[src/shared/gpio_pkg.sv]
package gpio_pkg;
    // Bus geometry
    localparam int ADDR_W = 18;
    localparam int DATA_W = 32;
    // Register indices; byte address is four times the index
    localparam logic [15:0] IDX_PORT_TWO_DATA = 16'hFF02;
    localparam logic [15:0] IDX_PORT_THREE_DATA = 16'hFF03;
    localparam logic [15:0] IDX_PORT_FOUR_DATA = 16'hFF04;
    localparam logic [15:0] IDX_PORT_TWO_DIRECTION = 16'hFF22;
    localparam logic [15:0] IDX_PORT_THREE_DIRECTION = 16'hFF23;
    localparam logic [15:0] IDX_PORT_FOUR_DIRECTION = 16'hFF24;
    localparam logic [15:0] IDX_PORT_TWO_PULLUP_ENABLE = 16'hFF32;
    localparam logic [15:0] IDX_PORT_THREE_PULLUP_ENABLE = 16'hFF33;
    localparam logic [15:0] IDX_PORT_FOUR_PULLUP_ENABLE = 16'hFF34;
    localparam logic [15:0] IDX_PIN_CONFIG_STATUS = 16'hFF40;
    // Reset values
    localparam logic [7:0] DIR_RST = 8'hFF;
    localparam logic [7:0] LATCH_RST = 8'h00;
    localparam logic [7:0] PU_RST = 8'h00;
    // Field positions
    localparam int P3_IO_BIT = 2;
    localparam int P3_RST_BIT = 4;
    localparam int OPT_CLK_LSB = 0;
    localparam int OPT_RSTPIN_PORT_BIT = 2;
    localparam int STAT_CLK_LSB = 0;
    localparam int STAT_RSTPIN_PORT_BIT = 2;
    localparam int STAT_RUN_BIT = 3;
    // Clock source codes carried in the option byte
    localparam logic [1:0] CLK_SRC_HSI = 2'h0;
    localparam logic [1:0] CLK_SRC_XTAL = 2'h1;
    localparam logic [1:0] CLK_SRC_EXT = 2'h2;
    // Port two bits left to the port per clock source
    localparam logic [3:0] P2_MASK_HSI = 4'hF;
    localparam logic [3:0] P2_MASK_XTAL = 4'h3;
    localparam logic [3:0] P2_MASK_EXT = 4'h7;
    // Option byte sequencing after reset release
    typedef enum logic {
        OPT_WAIT,
        OPT_RUN
    } opt_e;
endpackage

[src/hw/three_port_gpio.sv]
// What this block does
// - First port has four bits, each with latch and direction bit.
// - First port input bits connect pull-up when their enable bit is set.
// - Internal oscillator selected: first port bits 2 and 3 are ordinary I/O.
// - Crystal oscillator selected: first port bits 2 and 3 belong to oscillator.
// - External clock selected: bit 2 stays I/O, bit 3 is clock input only.
// - Second port bit 2 is bidirectional with latch, direction, pull-up; interrupt input.
// - Second port bit 4 is input only, shared with reset; option byte chooses.
// - Option byte read after reset release; low shared pin before keeps reset.
// - Shared pin configured as port input is ignored as reset source.
// - Third port has eight bits with latch, direction and pull-up enable.
// - Direction bit 0 turns output buffer on, 1 turns it off.
// - Reset sets all direction registers to ones, every bit input.
// - Direction and data registers accept full-byte writes, single bits by merge.
// - Data read returns pin level for inputs, latch value for outputs.
// - Reset clears all output latches to zero.
// - Second port bit 4 data is read-only and reflects the pin.
// - Latch 0 drives low, 1 drives high; low pin reads 0, high reads 1.
// - Interrupt-shared bits in output mode raise request when driven level changes.
// - Latch writes in input mode are kept, pin stays undriven.
// - Pull-up enable 1 connects, 0 disconnects; enables reset to zero.
//
// The implementer's own choice: the APB register port.
`timescale 1ns/1ps
module three_port_gpio (
    // Clock and reset
    input wire logic clk,
    input wire logic sys_rst,
    // Option byte from nonvolatile store, stable after reset
    input wire logic [7:0] option_byte,
    // APB slave
    input wire logic psel,
    input wire logic penable,
    input wire logic pwrite,
    input wire logic [gpio_pkg::ADDR_W-1:0] paddr,
    input wire logic [gpio_pkg::DATA_W-1:0] pwdata,
    input wire logic [3:0] pstrb,
    output logic [gpio_pkg::DATA_W-1:0] prdata,
    output logic pready,
    output logic pslverr,
    // First port pins
    input wire logic [3:0] port_two_pin_in,
    output logic [3:0] port_two_pin_out,
    output logic [3:0] port_two_pin_oe,
    output logic [3:0] port_two_pullup_en,
    // Second port pins
    input wire logic second_port_io_in,
    output logic second_port_io_out,
    output logic second_port_io_oe,
    output logic second_port_io_pullup_en,
    input wire logic shared_reset_input_in,
    // Third port pins
    input wire logic [7:0] port_four_pin_in,
    output logic [7:0] port_four_pin_out,
    output logic [7:0] port_four_pin_oe,
    output logic [7:0] port_four_pullup_en,
    // System side
    output logic ext_irq_first_req,
    output logic ext_irq_second_req,
    output logic system_reset_hold,
    output logic [1:0] clock_source
);
    import gpio_pkg::*;

    typedef struct packed {
        logic [3:0] lat2;
        logic lat3;
        logic [7:0] lat4;
        logic [3:0] dir2;
        logic dir3;
        logic [7:0] dir4;
        logic [3:0] pu2;
        logic pu3;
        logic [7:0] pu4;
        logic [13:0] sync1;
        logic [13:0] sync2;
        logic [3:0] oe2;
        logic oe3;
        logic [7:0] oe4;
        logic [3:0] pe2;
        logic pe3;
        logic [7:0] pe4;
        opt_e opt;
        logic [1:0] clk_src;
        logic rst_is_port;
        logic hold;
        logic [1:0] irq;
        logic [DATA_W-1:0] rdata;
        logic ready;
        logic err;
    } state_s;

    state_s s_q;
    state_s s_d;
    logic [13:0] pins_raw;
    logic [3:0] p2_pin;
    logic p32_pin;
    logic p34_pin;
    logic [7:0] p4_pin;
    logic [3:0] p2_mask;
    logic [15:0] idx;
    logic hit;
    logic [7:0] rd_byte;
    logic wr_en;
    logic [7:0] wb;
    logic lvl1_prev;
    logic lvl2_prev;

    // Raw pins in one vector, so one pair of stages serves them all
    assign pins_raw = {port_four_pin_in, shared_reset_input_in, second_port_io_in,
                       port_two_pin_in};
    assign idx = paddr[ADDR_W-1:2];

    // Synchronised pin levels; only the second stage is ever looked at
    always_comb begin
        p2_pin = s_q.sync2[3:0];
        p32_pin = s_q.sync2[4];
        p34_pin = s_q.sync2[5];
        p4_pin = s_q.sync2[13:6];
    end

    // Bits of the first port the clock source leaves to the port
    always_comb begin
        case (s_q.clk_src)
            CLK_SRC_XTAL: p2_mask = P2_MASK_XTAL;
            CLK_SRC_EXT: p2_mask = P2_MASK_EXT;
            default: p2_mask = P2_MASK_HSI;
        endcase
    end

    // Address decode and read data; unaligned or unknown words are errors
    always_comb begin
        hit = (paddr[1:0] == 2'h0);
        rd_byte = 8'h00;
        case (idx)
            IDX_PORT_TWO_DATA: rd_byte = {4'h0, p2_mask & ((s_q.dir2 & p2_pin)
                | (~s_q.dir2 & s_q.lat2))};
            IDX_PORT_THREE_DATA: begin
                rd_byte[P3_RST_BIT] = p34_pin;
                rd_byte[P3_IO_BIT] = s_q.dir3 ? p32_pin : s_q.lat3;
            end
            IDX_PORT_FOUR_DATA: rd_byte = (s_q.dir4 & p4_pin)
                | (~s_q.dir4 & s_q.lat4);
            IDX_PORT_TWO_DIRECTION: rd_byte = {4'hF, s_q.dir2};
            IDX_PORT_THREE_DIRECTION: begin
                rd_byte = 8'hFF;
                rd_byte[P3_IO_BIT] = s_q.dir3;
            end
            IDX_PORT_FOUR_DIRECTION: rd_byte = s_q.dir4;
            IDX_PORT_TWO_PULLUP_ENABLE: rd_byte = {4'h0, s_q.pu2};
            IDX_PORT_THREE_PULLUP_ENABLE: rd_byte[P3_IO_BIT] = s_q.pu3;
            IDX_PORT_FOUR_PULLUP_ENABLE: rd_byte = s_q.pu4;
            IDX_PIN_CONFIG_STATUS: begin
                rd_byte[STAT_CLK_LSB +: 2] = s_q.clk_src;
                rd_byte[STAT_RSTPIN_PORT_BIT] = s_q.rst_is_port;
                rd_byte[STAT_RUN_BIT] = (s_q.opt == OPT_RUN);
            end
            default: hit = 1'b0;
        endcase
    end

    // Write lands at the edge where the master sees pready
    // Low strobe clear drops the write; upper bytes carry nothing
    assign wr_en = psel && penable && pwrite && s_q.ready && !s_q.err && pstrb[0];
    assign wb = pwdata[7:0];

    // Level last seen on each interrupt-shared pin
    assign lvl1_prev = s_q.oe2[1] ? s_q.lat2[1] : p2_pin[1];
    assign lvl2_prev = s_q.oe3 ? s_q.lat3 : p32_pin;

    // Next state
    always_comb begin
        s_d = s_q;
        s_d.sync1 = pins_raw;
        s_d.sync2 = s_q.sync1;
        s_d.ready = 1'b0;
        s_d.err = 1'b0;
        s_d.irq = 2'h0;
        // One wait state so read data comes from a flop
        if (psel && penable && !s_q.ready) begin
            s_d.ready = 1'b1;
            s_d.err = !hit;
            s_d.rdata = {24'h0, rd_byte};
        end
        // Whole-byte writes; bit writes are merged by software read-modify-write
        if (wr_en) begin
            case (idx)
                IDX_PORT_TWO_DATA: s_d.lat2 = wb[3:0];
                IDX_PORT_THREE_DATA: s_d.lat3 = wb[P3_IO_BIT];
                IDX_PORT_FOUR_DATA: s_d.lat4 = wb;
                IDX_PORT_TWO_DIRECTION: s_d.dir2 = wb[3:0];
                IDX_PORT_THREE_DIRECTION: s_d.dir3 = wb[P3_IO_BIT];
                IDX_PORT_FOUR_DIRECTION: s_d.dir4 = wb;
                IDX_PORT_TWO_PULLUP_ENABLE: s_d.pu2 = wb[3:0];
                IDX_PORT_THREE_PULLUP_ENABLE: s_d.pu3 = wb[P3_IO_BIT];
                IDX_PORT_FOUR_PULLUP_ENABLE: s_d.pu4 = wb;
                default: ;
            endcase
        end
        // Option byte is taken only once the shared pin has gone high
        case (s_q.opt)
            OPT_WAIT: begin
                if (p34_pin) begin
                    s_d.opt = OPT_RUN;
                    s_d.clk_src = option_byte[OPT_CLK_LSB +: 2];
                    s_d.rst_is_port = option_byte[OPT_RSTPIN_PORT_BIT];
                end
            end
            OPT_RUN: s_d.opt = OPT_RUN;
            default: s_d.opt = OPT_WAIT;
        endcase
        // Reset request: held before the option read, then pin only in reset role
        s_d.hold = (s_d.opt == OPT_WAIT) || (!s_d.rst_is_port && !p34_pin);
        // Buffers and pull-ups; pins given to the oscillator stay quiet
        // Mask lags a capture by one edge; harmless, directions are still inputs then
        s_d.oe2 = ~s_d.dir2 & p2_mask;
        s_d.oe3 = !s_d.dir3;
        s_d.oe4 = ~s_d.dir4;
        s_d.pe2 = s_d.pu2 & s_d.dir2 & p2_mask;
        s_d.pe3 = s_d.pu3 && s_d.dir3;
        s_d.pe4 = s_d.pu4 & s_d.dir4;
        // Driven level change on interrupt-shared bits raises a request
        s_d.irq[0] = s_d.oe2[1] && (s_d.lat2[1] != lvl1_prev);
        s_d.irq[1] = s_d.oe3 && (s_d.lat3 != lvl2_prev);
    end

    // State register; reset restores all software-visible controls
    // Sync stages clear too, so the first pin sample lands two edges after release
    always_ff @(posedge clk) begin
        if (sys_rst) begin
            s_q <= '0;
            s_q.lat2 <= LATCH_RST[3:0];
            s_q.lat3 <= LATCH_RST[0];
            s_q.lat4 <= LATCH_RST;
            s_q.dir2 <= DIR_RST[3:0];
            s_q.dir3 <= DIR_RST[0];
            s_q.dir4 <= DIR_RST;
            s_q.pu2 <= PU_RST[3:0];
            s_q.pu3 <= PU_RST[0];
            s_q.pu4 <= PU_RST;
            s_q.opt <= OPT_WAIT;
            s_q.clk_src <= CLK_SRC_HSI;
            s_q.hold <= 1'b1;
        end else begin
            s_q <= s_d;
        end
    end

    // Outputs come straight from state flops
    assign prdata = s_q.rdata;
    assign pready = s_q.ready;
    assign pslverr = s_q.err;
    assign port_two_pin_out = s_q.lat2;
    assign port_two_pin_oe = s_q.oe2;
    assign port_two_pullup_en = s_q.pe2;
    assign second_port_io_out = s_q.lat3;
    assign second_port_io_oe = s_q.oe3;
    assign second_port_io_pullup_en = s_q.pe3;
    assign port_four_pin_out = s_q.lat4;
    assign port_four_pin_oe = s_q.oe4;
    assign port_four_pullup_en = s_q.pe4;
    assign ext_irq_first_req = s_q.irq[0];
    assign ext_irq_second_req = s_q.irq[1];
    assign system_reset_hold = s_q.hold;
    assign clock_source = s_q.clk_src;

    // Checks
    property p_dir_reset;
        @(posedge clk) $fell(sys_rst) |-> (s_q.dir4 == 8'hFF) && (s_q.dir2 == 4'hF)
            && s_q.dir3;
    endproperty
    a_dir_reset: assert property (p_dir_reset)
        else $error("direction not all input after reset");

    property p_latch_reset;
        @(posedge clk) $fell(sys_rst) |-> (s_q.lat4 == 8'h00) && (s_q.lat2 == 4'h0);
    endproperty
    a_latch_reset: assert property (p_latch_reset)
        else $error("latch not cleared by reset");

    property p_oe_follows_dir;
        @(posedge clk) disable iff (sys_rst) s_q.oe4 == ~s_q.dir4;
    endproperty
    a_oe_follows_dir: assert property (p_oe_follows_dir)
        else $error("third port buffer disagrees with direction");

    property p_xtal_frees;
        @(posedge clk) disable iff (sys_rst)
            (s_q.clk_src == CLK_SRC_XTAL) |-> (s_q.oe2[3:2] == 2'b00) && (s_q.pe2[3:2] == 2'b00);
    endproperty
    a_xtal_frees: assert property (p_xtal_frees)
        else $error("oscillator pins driven as port");

    property p_ext_clk_in;
        @(posedge clk) disable iff (sys_rst) (s_q.clk_src == CLK_SRC_EXT) |-> !s_q.oe2[3];
    endproperty
    a_ext_clk_in: assert property (p_ext_clk_in)
        else $error("clock input pin driven");

    property p_pullup_input_only;
        @(posedge clk) disable iff (sys_rst) (s_q.pe4 & ~s_q.pu4) == 8'h00
            && (s_q.pe4 & ~s_q.dir4) == 8'h00;
    endproperty
    a_pullup_input_only: assert property (p_pullup_input_only)
        else $error("pull-up on output or unenabled bit");

    // Hold drops at the same edge that the option byte is taken
    property p_hold_before_opt;
        @(posedge clk) disable iff (sys_rst) (s_q.opt == OPT_WAIT) |-> s_q.hold;
    endproperty
    a_hold_before_opt: assert property (p_hold_before_opt)
        else $error("reset released before option read");

    property p_port_ignores_reset;
        @(posedge clk) disable iff (sys_rst)
            (s_q.opt == OPT_RUN && s_q.rst_is_port) ##1 (s_q.opt == OPT_RUN) |-> !s_q.hold;
    endproperty
    a_port_ignores_reset: assert property (p_port_ignores_reset)
        else $error("shared pin in port role still resets");

    property p_write_lands;
        @(posedge clk) disable iff (sys_rst)
            wr_en && idx == IDX_PORT_FOUR_DATA |=> s_q.lat4 == $past(pwdata[7:0]);
    endproperty
    a_write_lands: assert property (p_write_lands)
        else $error("latch write lost");

    // Driven level changed while the buffer stayed on
    property p_irq_on_change;
        @(posedge clk) disable iff (sys_rst)
            s_q.oe3 && $past(s_q.oe3) && $changed(s_q.lat3) |-> s_q.irq[1];
    endproperty
    a_irq_on_change: assert property (p_irq_on_change)
        else $error("no interrupt request on output change");

    property p_answer_one_wait;
        @(posedge clk) disable iff (sys_rst)
            psel && !penable ##1 psel && penable |=> pready;
    endproperty
    a_answer_one_wait: assert property (p_answer_one_wait)
        else $error("pready not one cycle into access");

endmodule // three_port_gpio

[config.mk]
export PLATFORM = sky130hd
export DESIGN_NAME = three_port_gpio
export DESIGN_NICKNAME = d
export VERILOG_FILES = /design/src/shared/gpio_pkg.sv /design/src/hw/three_port_gpio.sv
export SDC_FILE = /design/constraint.sdc
export NUM_CORES = 1
export LEC_CHECK = 0
export BUFFER_PORTS_ARGS = -buffer_cell sky130_fd_sc_hd__buf_2
export CORE_ASPECT_RATIO = 0.6
export CORE_UTILIZATION = 53
export CTS_BUF_LIST = sky130_fd_sc_hd__clkbuf_2 sky130_fd_sc_hd__clkbuf_4 sky130_fd_sc_hd__clkbuf_8
export DETAILED_ROUTE_END_ITERATION = 6
export HOLD_SLACK_MARGIN = 0.03
export PLACE_DENSITY_LB_ADDON = 0.25
export SLEW_MARGIN = 5
export SYNTH_ARGS = -nofsm -noshare
export SYNTH_HDL_FRONTEND = slang
export SYNTH_SLANG_ARGS = --single-unit
[constraint.sdc]
create_clock -name clk -period 2.7 [get_ports clk]
set_input_delay 0.405 -clock clk [delete_from_list [all_inputs] [get_ports clk]]
set_output_delay 0.405 -clock clk [all_outputs]
set_load 0.01 [all_outputs]
==> Yosys cells after proc, flatten, opt, wreduce, memory -nomap -nowiden <==
Cells that the tools add are included.
{ "op_classes": {"eq_ne": 14, "bitwise_logic": 18, "muxes": 24, "n_reduce_logical": 24} }
{ "ops": {"columns": ["op", "n"], "rows": [
  ["$eq 16x16->1 const B", 10],
  ["$mux 37", 1],
  ["$and 4x4->4", 6],
  ["$and 8x8->8", 3],
  ["$mux 8", 3],
  ["$not 8->8", 2],
  ["$pmux 2 s8", 1],
  ["$mux 4", 3],
  ["$pmux 3 s4", 1],
  ["$logic_and 1x1->1", 10],
  ["$pmux 1 s10", 1],
  ["$reduce_or 10->1", 1],
  ["$mux 1", 8],
  ["$not 4->4", 2],
  ["$or 8x8->8", 1],
  ["$pmux 1 s8", 1],
  ["$pmux 4 s2", 1],
  ["$logic_not 1->1", 6],
  ["$reduce_and 2->1", 3],
  ["$pmux 1 s5", 1],
  ["$mux 2", 2],
  ["$or 4x4->4", 1],
  ["$reduce_or 2->1", 2],
  ["$not 1->1", 3],
  ["6 further kinds", 7]
]} }
{ "totals": {"word_cells": 106, "reg_bits": 110, "inputBits": 81, "output_inout_bits": 78} }

==> Longest topological paths before layout <==
{ "logic_depth": {"depth_word": 9, "ltp_mapped": 9, "mapped_depth_nobuf": 6} }

==> Worst setup path before layout <==
OpenSTA, ideal clock, no wires.
{ "synth_path": {"path_type": "input to register", "from": "in paddr[5] (netlist bit)", "to": "reg s_q (netlist bit port_two_pullup_en[3])", "setup_ns": 0.096, "setup_slack_ns": 0.515, "required_time_ns": 2.604, "path_buffers": 2, "path_stages": 6, "arrival_time_ns": 2.089, "cell_sequence": "buf_2 > or4b_4 > or4_1 > buf_2 > mux2i_1 > nor4b_1"} }
{ "synth_via": {"elab_chain_len": 5, "elab_cells_between_ends": 7, "cone_classes": "2 x eq/ne; 3 x mux; 2 x bitwise"} }
{ "synth_rtl": {"columns": ["element", "line", "text"], "rows": [
  ["start: declaration", "three_port_gpio.sv:35", "input wire logic [gpio_pkg::ADDR_W-1:0] paddr,"],
  ["$eq 16x16->1", "three_port_gpio.sv:187", "case (idx)"],
  ["$mux 4", "three_port_gpio.sv:187", null],
  ["$mux 37 *", "three_port_gpio.sv:186", "if (wr_en) begin"],
  ["$and 4x4->4 * (2 in series)", "three_port_gpio.sv:219", "s_d.pe2 = s_d.pu2 & s_d.dir2 & p2_mask;"],
  ["end: declaration", "three_port_gpio.sv:93", "state_s s_q;"]
]} }
Every way passes the cells marked *; elsewhere a longest branch is shown, timed or not.
A chain may end at the register's enable or synchronous reset.

==> Final worst setup path <==
{ "layout_path": {"from": "reg s_q (netlist bit pready)", "to": "reg s_q (netlist bit port_four_pin_out[4])"} }
{ "layout_via": {"elab_chain_len": 4} }
{ "layout_rtl": {"columns": ["element", "line", "text"], "rows": [
  ["$logic_and 1x1->1 (3 in series)", "three_port_gpio.sv:164", "assign wr_en = psel && penable && pwrite && s_q.ready && !s_q.err && pstrb[0];"],
  ["$reduce_and 2->1 (no line)", null, null]
]} }
Every way passes these cells.

==> run summary <==
The flow ran to the end, and the final reports show no timing, DRC or antenna violations. The clock-pin slew on the worst setup and hold paths came out at 0.10 ns. For the worst flop-to-flop path, the logic depth is 6. The area fraction in compound gates after synthesis is 0.107. The classification of the worst setup path is reg -> reg. The arrival time at the worst endpoint is 2.56 ns. Summed over all failing endpoints, the final setup total negative slack is 0 ns.

Walking the worst path, the cells encountered are and4b_1 > nor2b_1 > buf_4 > nand4_2 > mux2i_1 > nor2_1. The share of the synthesized area in the top cell type is 0.429. The placeable core region came out at 9290 µm². The worst-case IR drop observed on VDD is 0.344 mV. The final routed wire length divided by cell count came out at 17.9 µm.

The via count normalized by instance count is 5.55. Summing all placed instances gives a cell area of 5360 µm². The power density relative to cell area came out at 534 nW/µm². The die outline area came out at 10100 µm². The share of total power in sequential cells came out at 0.556.

After detailed routing, the number of remaining DRC violations is 0. The worst-case clock buffer depth is 2. The fraction of the mapped netlist area in adder cells came out at 0.00244. The antenna diode instance count came out at 0. The remaining antenna violation count came out at 0. The final design area excluding fillers is 5590 µm². In this run the cell area of the synthesized design comes to 5130 µm².

The cell with the most instances after synthesis is sky130_fd_sc_hd__dfxtp_1. Counting the buffers created by CTS gives 9. The total grt overflow came out at 0.

The startpoint identified for the worst hold timing path is port_four_pin_in[1]. Buffers placed on the I/O ports in this run total 102. Counting instances, the worst hold path has a depth of 2. The worst register-to-register path ends at port_four_pin_out[4]. TritonCTS built the clock tree.

The worst clock skew came out at 0.00724 ns. The length of routed met3 wiring came out at 1250 µm. The chip width came out at 129 µm. In this run the critical register-to-register path is launched from pready.

The proportion of synthesized chip area in sequential cells came out at 0.429. Of the total power, the clock network draws 0.378. The die height is 78.2 µm. The worst hold path belongs to the class in -> reg. The count of hold buffers inserted by post-cts repair is 0. Counting flops with a built-in enable in the synthesized netlist gives 0. STA classifies the critical path endpoint as a register. The most used flip-flop cell after synthesis is sky130_fd_sc_hd__dfxtp_1.

The main combinational cell family by area after synthesis is simple AND/OR/NAND/NOR gates. The count of endpoints failing hold in the final timing report is 0. Setup violations remaining at the end of the flow were counted as 0. The share of async-settable or async-resettable flops after synthesis is 0. The static leakage came out at 0.00243 µW. The H-tree level count came out at 3. The achievable frequency came out at 0.436 GHz. In this run the register-to-register setup slack is 0.41 ns. The count of final max-slew check failures came out at 0. The startpoint type of the worst setup path is a register. The sink count of the clock tree is 110. The minimum period implied by the final worst setup slack came out at 2.29 ns. The number of I/O pins came out at 159.

By area the synthesized netlist is led by sky130_fd_sc_hd__dfxtp_1 43%, sky130_fd_sc_hd__buf_4 11%, sky130_fd_sc_hd__mux2i_1 6.6%. The share of synthesized cell area in and, or, nand and nor gates came out at 0.239. The met2 wire length is 5420 µm. In the final layout, the share of cells above drive strength 1 is 0.260. The worst-skew pair later-pin latency is 0.38 ns. The number of distinct library cells after synthesis came out at 67.

The logic gate share of total power came out at 0.066. The number of setup buffers added after CTS is 0. The maximum number of pins on one net before global-route repair is 63. The switching share of power is 0.240. The largest total area in the synthesized netlist belongs to sky130_fd_sc_hd__dfxtp_1.

The mux share of post-synthesis cell area came out at 0.0730. The initialized floorplan defines 27 standard-cell rows. Counting every instance in the synthesized netlist gives 554. In this run the mean area of a mapped cell was 9.26 µm². The first-pass GRT wire length is 20000 µm.

Setup repair after global routing left no endpoint under its margin. The global routing usage summed across all routing layers is 0.268. In this run the clock root is driven by a sky130_fd_sc_hd__clkbuf_8.

After synthesis, the most frequently instantiated cells are 110 x sky130_fd_sc_hd__dfxtp_1, 72 x sky130_fd_sc_hd__buf_4, 44 x sky130_fd_sc_hd__nand2_1. For this block, the via count after detailed routing is 4137. The total half-perimeter wirelength after legalization and detailed placement is 9880 µm.

The final weighted congestion of routability-driven global placement came out at 0.933. The worst relative slew slack came out at 0.524. Of all nets on the critical path, the largest fanout is 8. The top metal layer carrying routed signals is met4. The power dissipated by switching net loads came out at 716 µW. The slew at the pin closest to its max-slew limit came out at 0.709 ns. The maximum cell stage delay along the critical path came out at 0.50 ns. The area growth from synthesis to layout is 9.03%. The internal portion of the total power is 2270 µW. The number of optimization iterations in the first detailed-route pass came out at 7. The warning count from the yosys run came out at 0. After synthesis the netlist holds a flip-flop and latch count of 110. The post-cts resize count is 0.

The max-capacitance violation count came out at 0. The initial antenna violation count is 0. The post-route met1 wirelength came out at 6530 µm. The worst min-delay path endpoint is s_d[74]. The final wirelength is 13300 µm.

The net count reported at finish is 693. Of the total synthesized cell area, the portion taken by XOR and XNOR cells is 0.00342. At the worst endpoint, the required time is 2.97 ns. Dividing the final minimum period by the clock period gives 0.849. The number of global-route vias before repair came out at 3650.

The effective utilization at floorplan is 0.552. The cell with the largest stage delay on the worst path is sky130_fd_sc_hd__nor2b_1. The first routing iteration left 373 violations.
-- through the flow --
step           cells  hold slack [ns]  setup slack [ns]   util  power, µW
2_1_floorplan    577            0.414             0.515      -       1840
3_3_place_gp     730            0.421             0.271  0.576       1890
3_5_place_dp     730            0.422             0.253  0.576       1890
4_1_cts          746            0.221             0.446  0.602       3000
5_1_grt          746            0.213             0.233  0.602       3090
6_report         746            0.228             0.409  0.602       2980
-- registers in the layout (all words and copies together), names as in the netlist, 2 cells and up, named ones only --
| register | count |
|---|---|
| s_d | 14 |
| port_four_pullup_en | 8 |
| p4_pin | 8 |
| clock_source | 2 |
| port_four_pin_out | 8 |
| prdata | 8 |
| port_two_pullup_en | 4 |
| port_four_pin_oe | 8 |
| p2_pin | 4 |
| s_q | 27 |
| port_two_pin_oe | 4 |
| port_two_pin_out | 4 |
-- layout make-up --
type	instances	area (µm²)
clock inverter	6	104
clock buffer	10	131
tap	130	163
fill	820	3700
multi-input combinational	359	2270
timing repair buffer	123	693
inverter	8	30.0
sequential	110	2200
-- placed cells by master (no fill, tap or decap), drive strengths merged, types with 4 or more instances in the layout --
cell type,instances
a211oi,5
a21oi,25
and2,13
and4,6
buf,123
clkbuf,10
conb,24
dfxtp,110
inv,10
mux2i,34
nand2,44
nand3,11
nand4,8
nor2,42
nor2b,33
nor3,16
nor4,10
nor4b,4
o21ai,16
o22ai,11
or4b,4
-- kinds of logic after synthesis --
group           Yosys count
flops                   110
buf+inv                 108
compound gates           82
xor+xnor                  2
mux                      37
other cells               1
fa+ha+maj                 1
simple gates            213
-- power groups by stage --
stage / Combinational [µW] / Clock (µW) / Sequential [µW]
CTS: 195 / 1150 / 1660
global route: 215 / 1210 / 1660
detailed placement: 194 / 0 / 1700
global placement: 190 / 0 / 1700
floorplan: 145 / 0 / 1690
finish: 197 / 1130 / 1660
-- worst max-delay path, delay by kind of cell, from the launching register on --
family,cells,cell delay (ns)
flip-flops,1,0.37
multiplexers,1,0.32
buffers and inverters,1,0.26
AND/OR/NAND/NOR,4,1.25
-- routing by layer --
layer  track usage  vias up
li1              -     1954
met1         0.397     1959
met2         0.379      207
met3        0.0736       17
met4        0.0682        0
met5             0        -
-- worst max path at each step --
stage | startpoint | end | slack [ns] | depth (start not counted)
4_1_cts | pready | port_four_pin_out[4] | 0.45 | 6
5_1_grt | pready | port_four_pin_out[7] | 0.23 | 6
2_1_floorplan | paddr[5] | port_two_pullup_en[3] | 0.51 | 6
3_3_place_gp | paddr[2] | port_four_pullup_en[1] | 0.27 | 7
3_5_place_dp | paddr[2] | port_four_pullup_en[1] | 0.25 | 7
6_report | pready | port_four_pin_out[4] | 0.41 | 6
(Power assumes the default switching activity.)
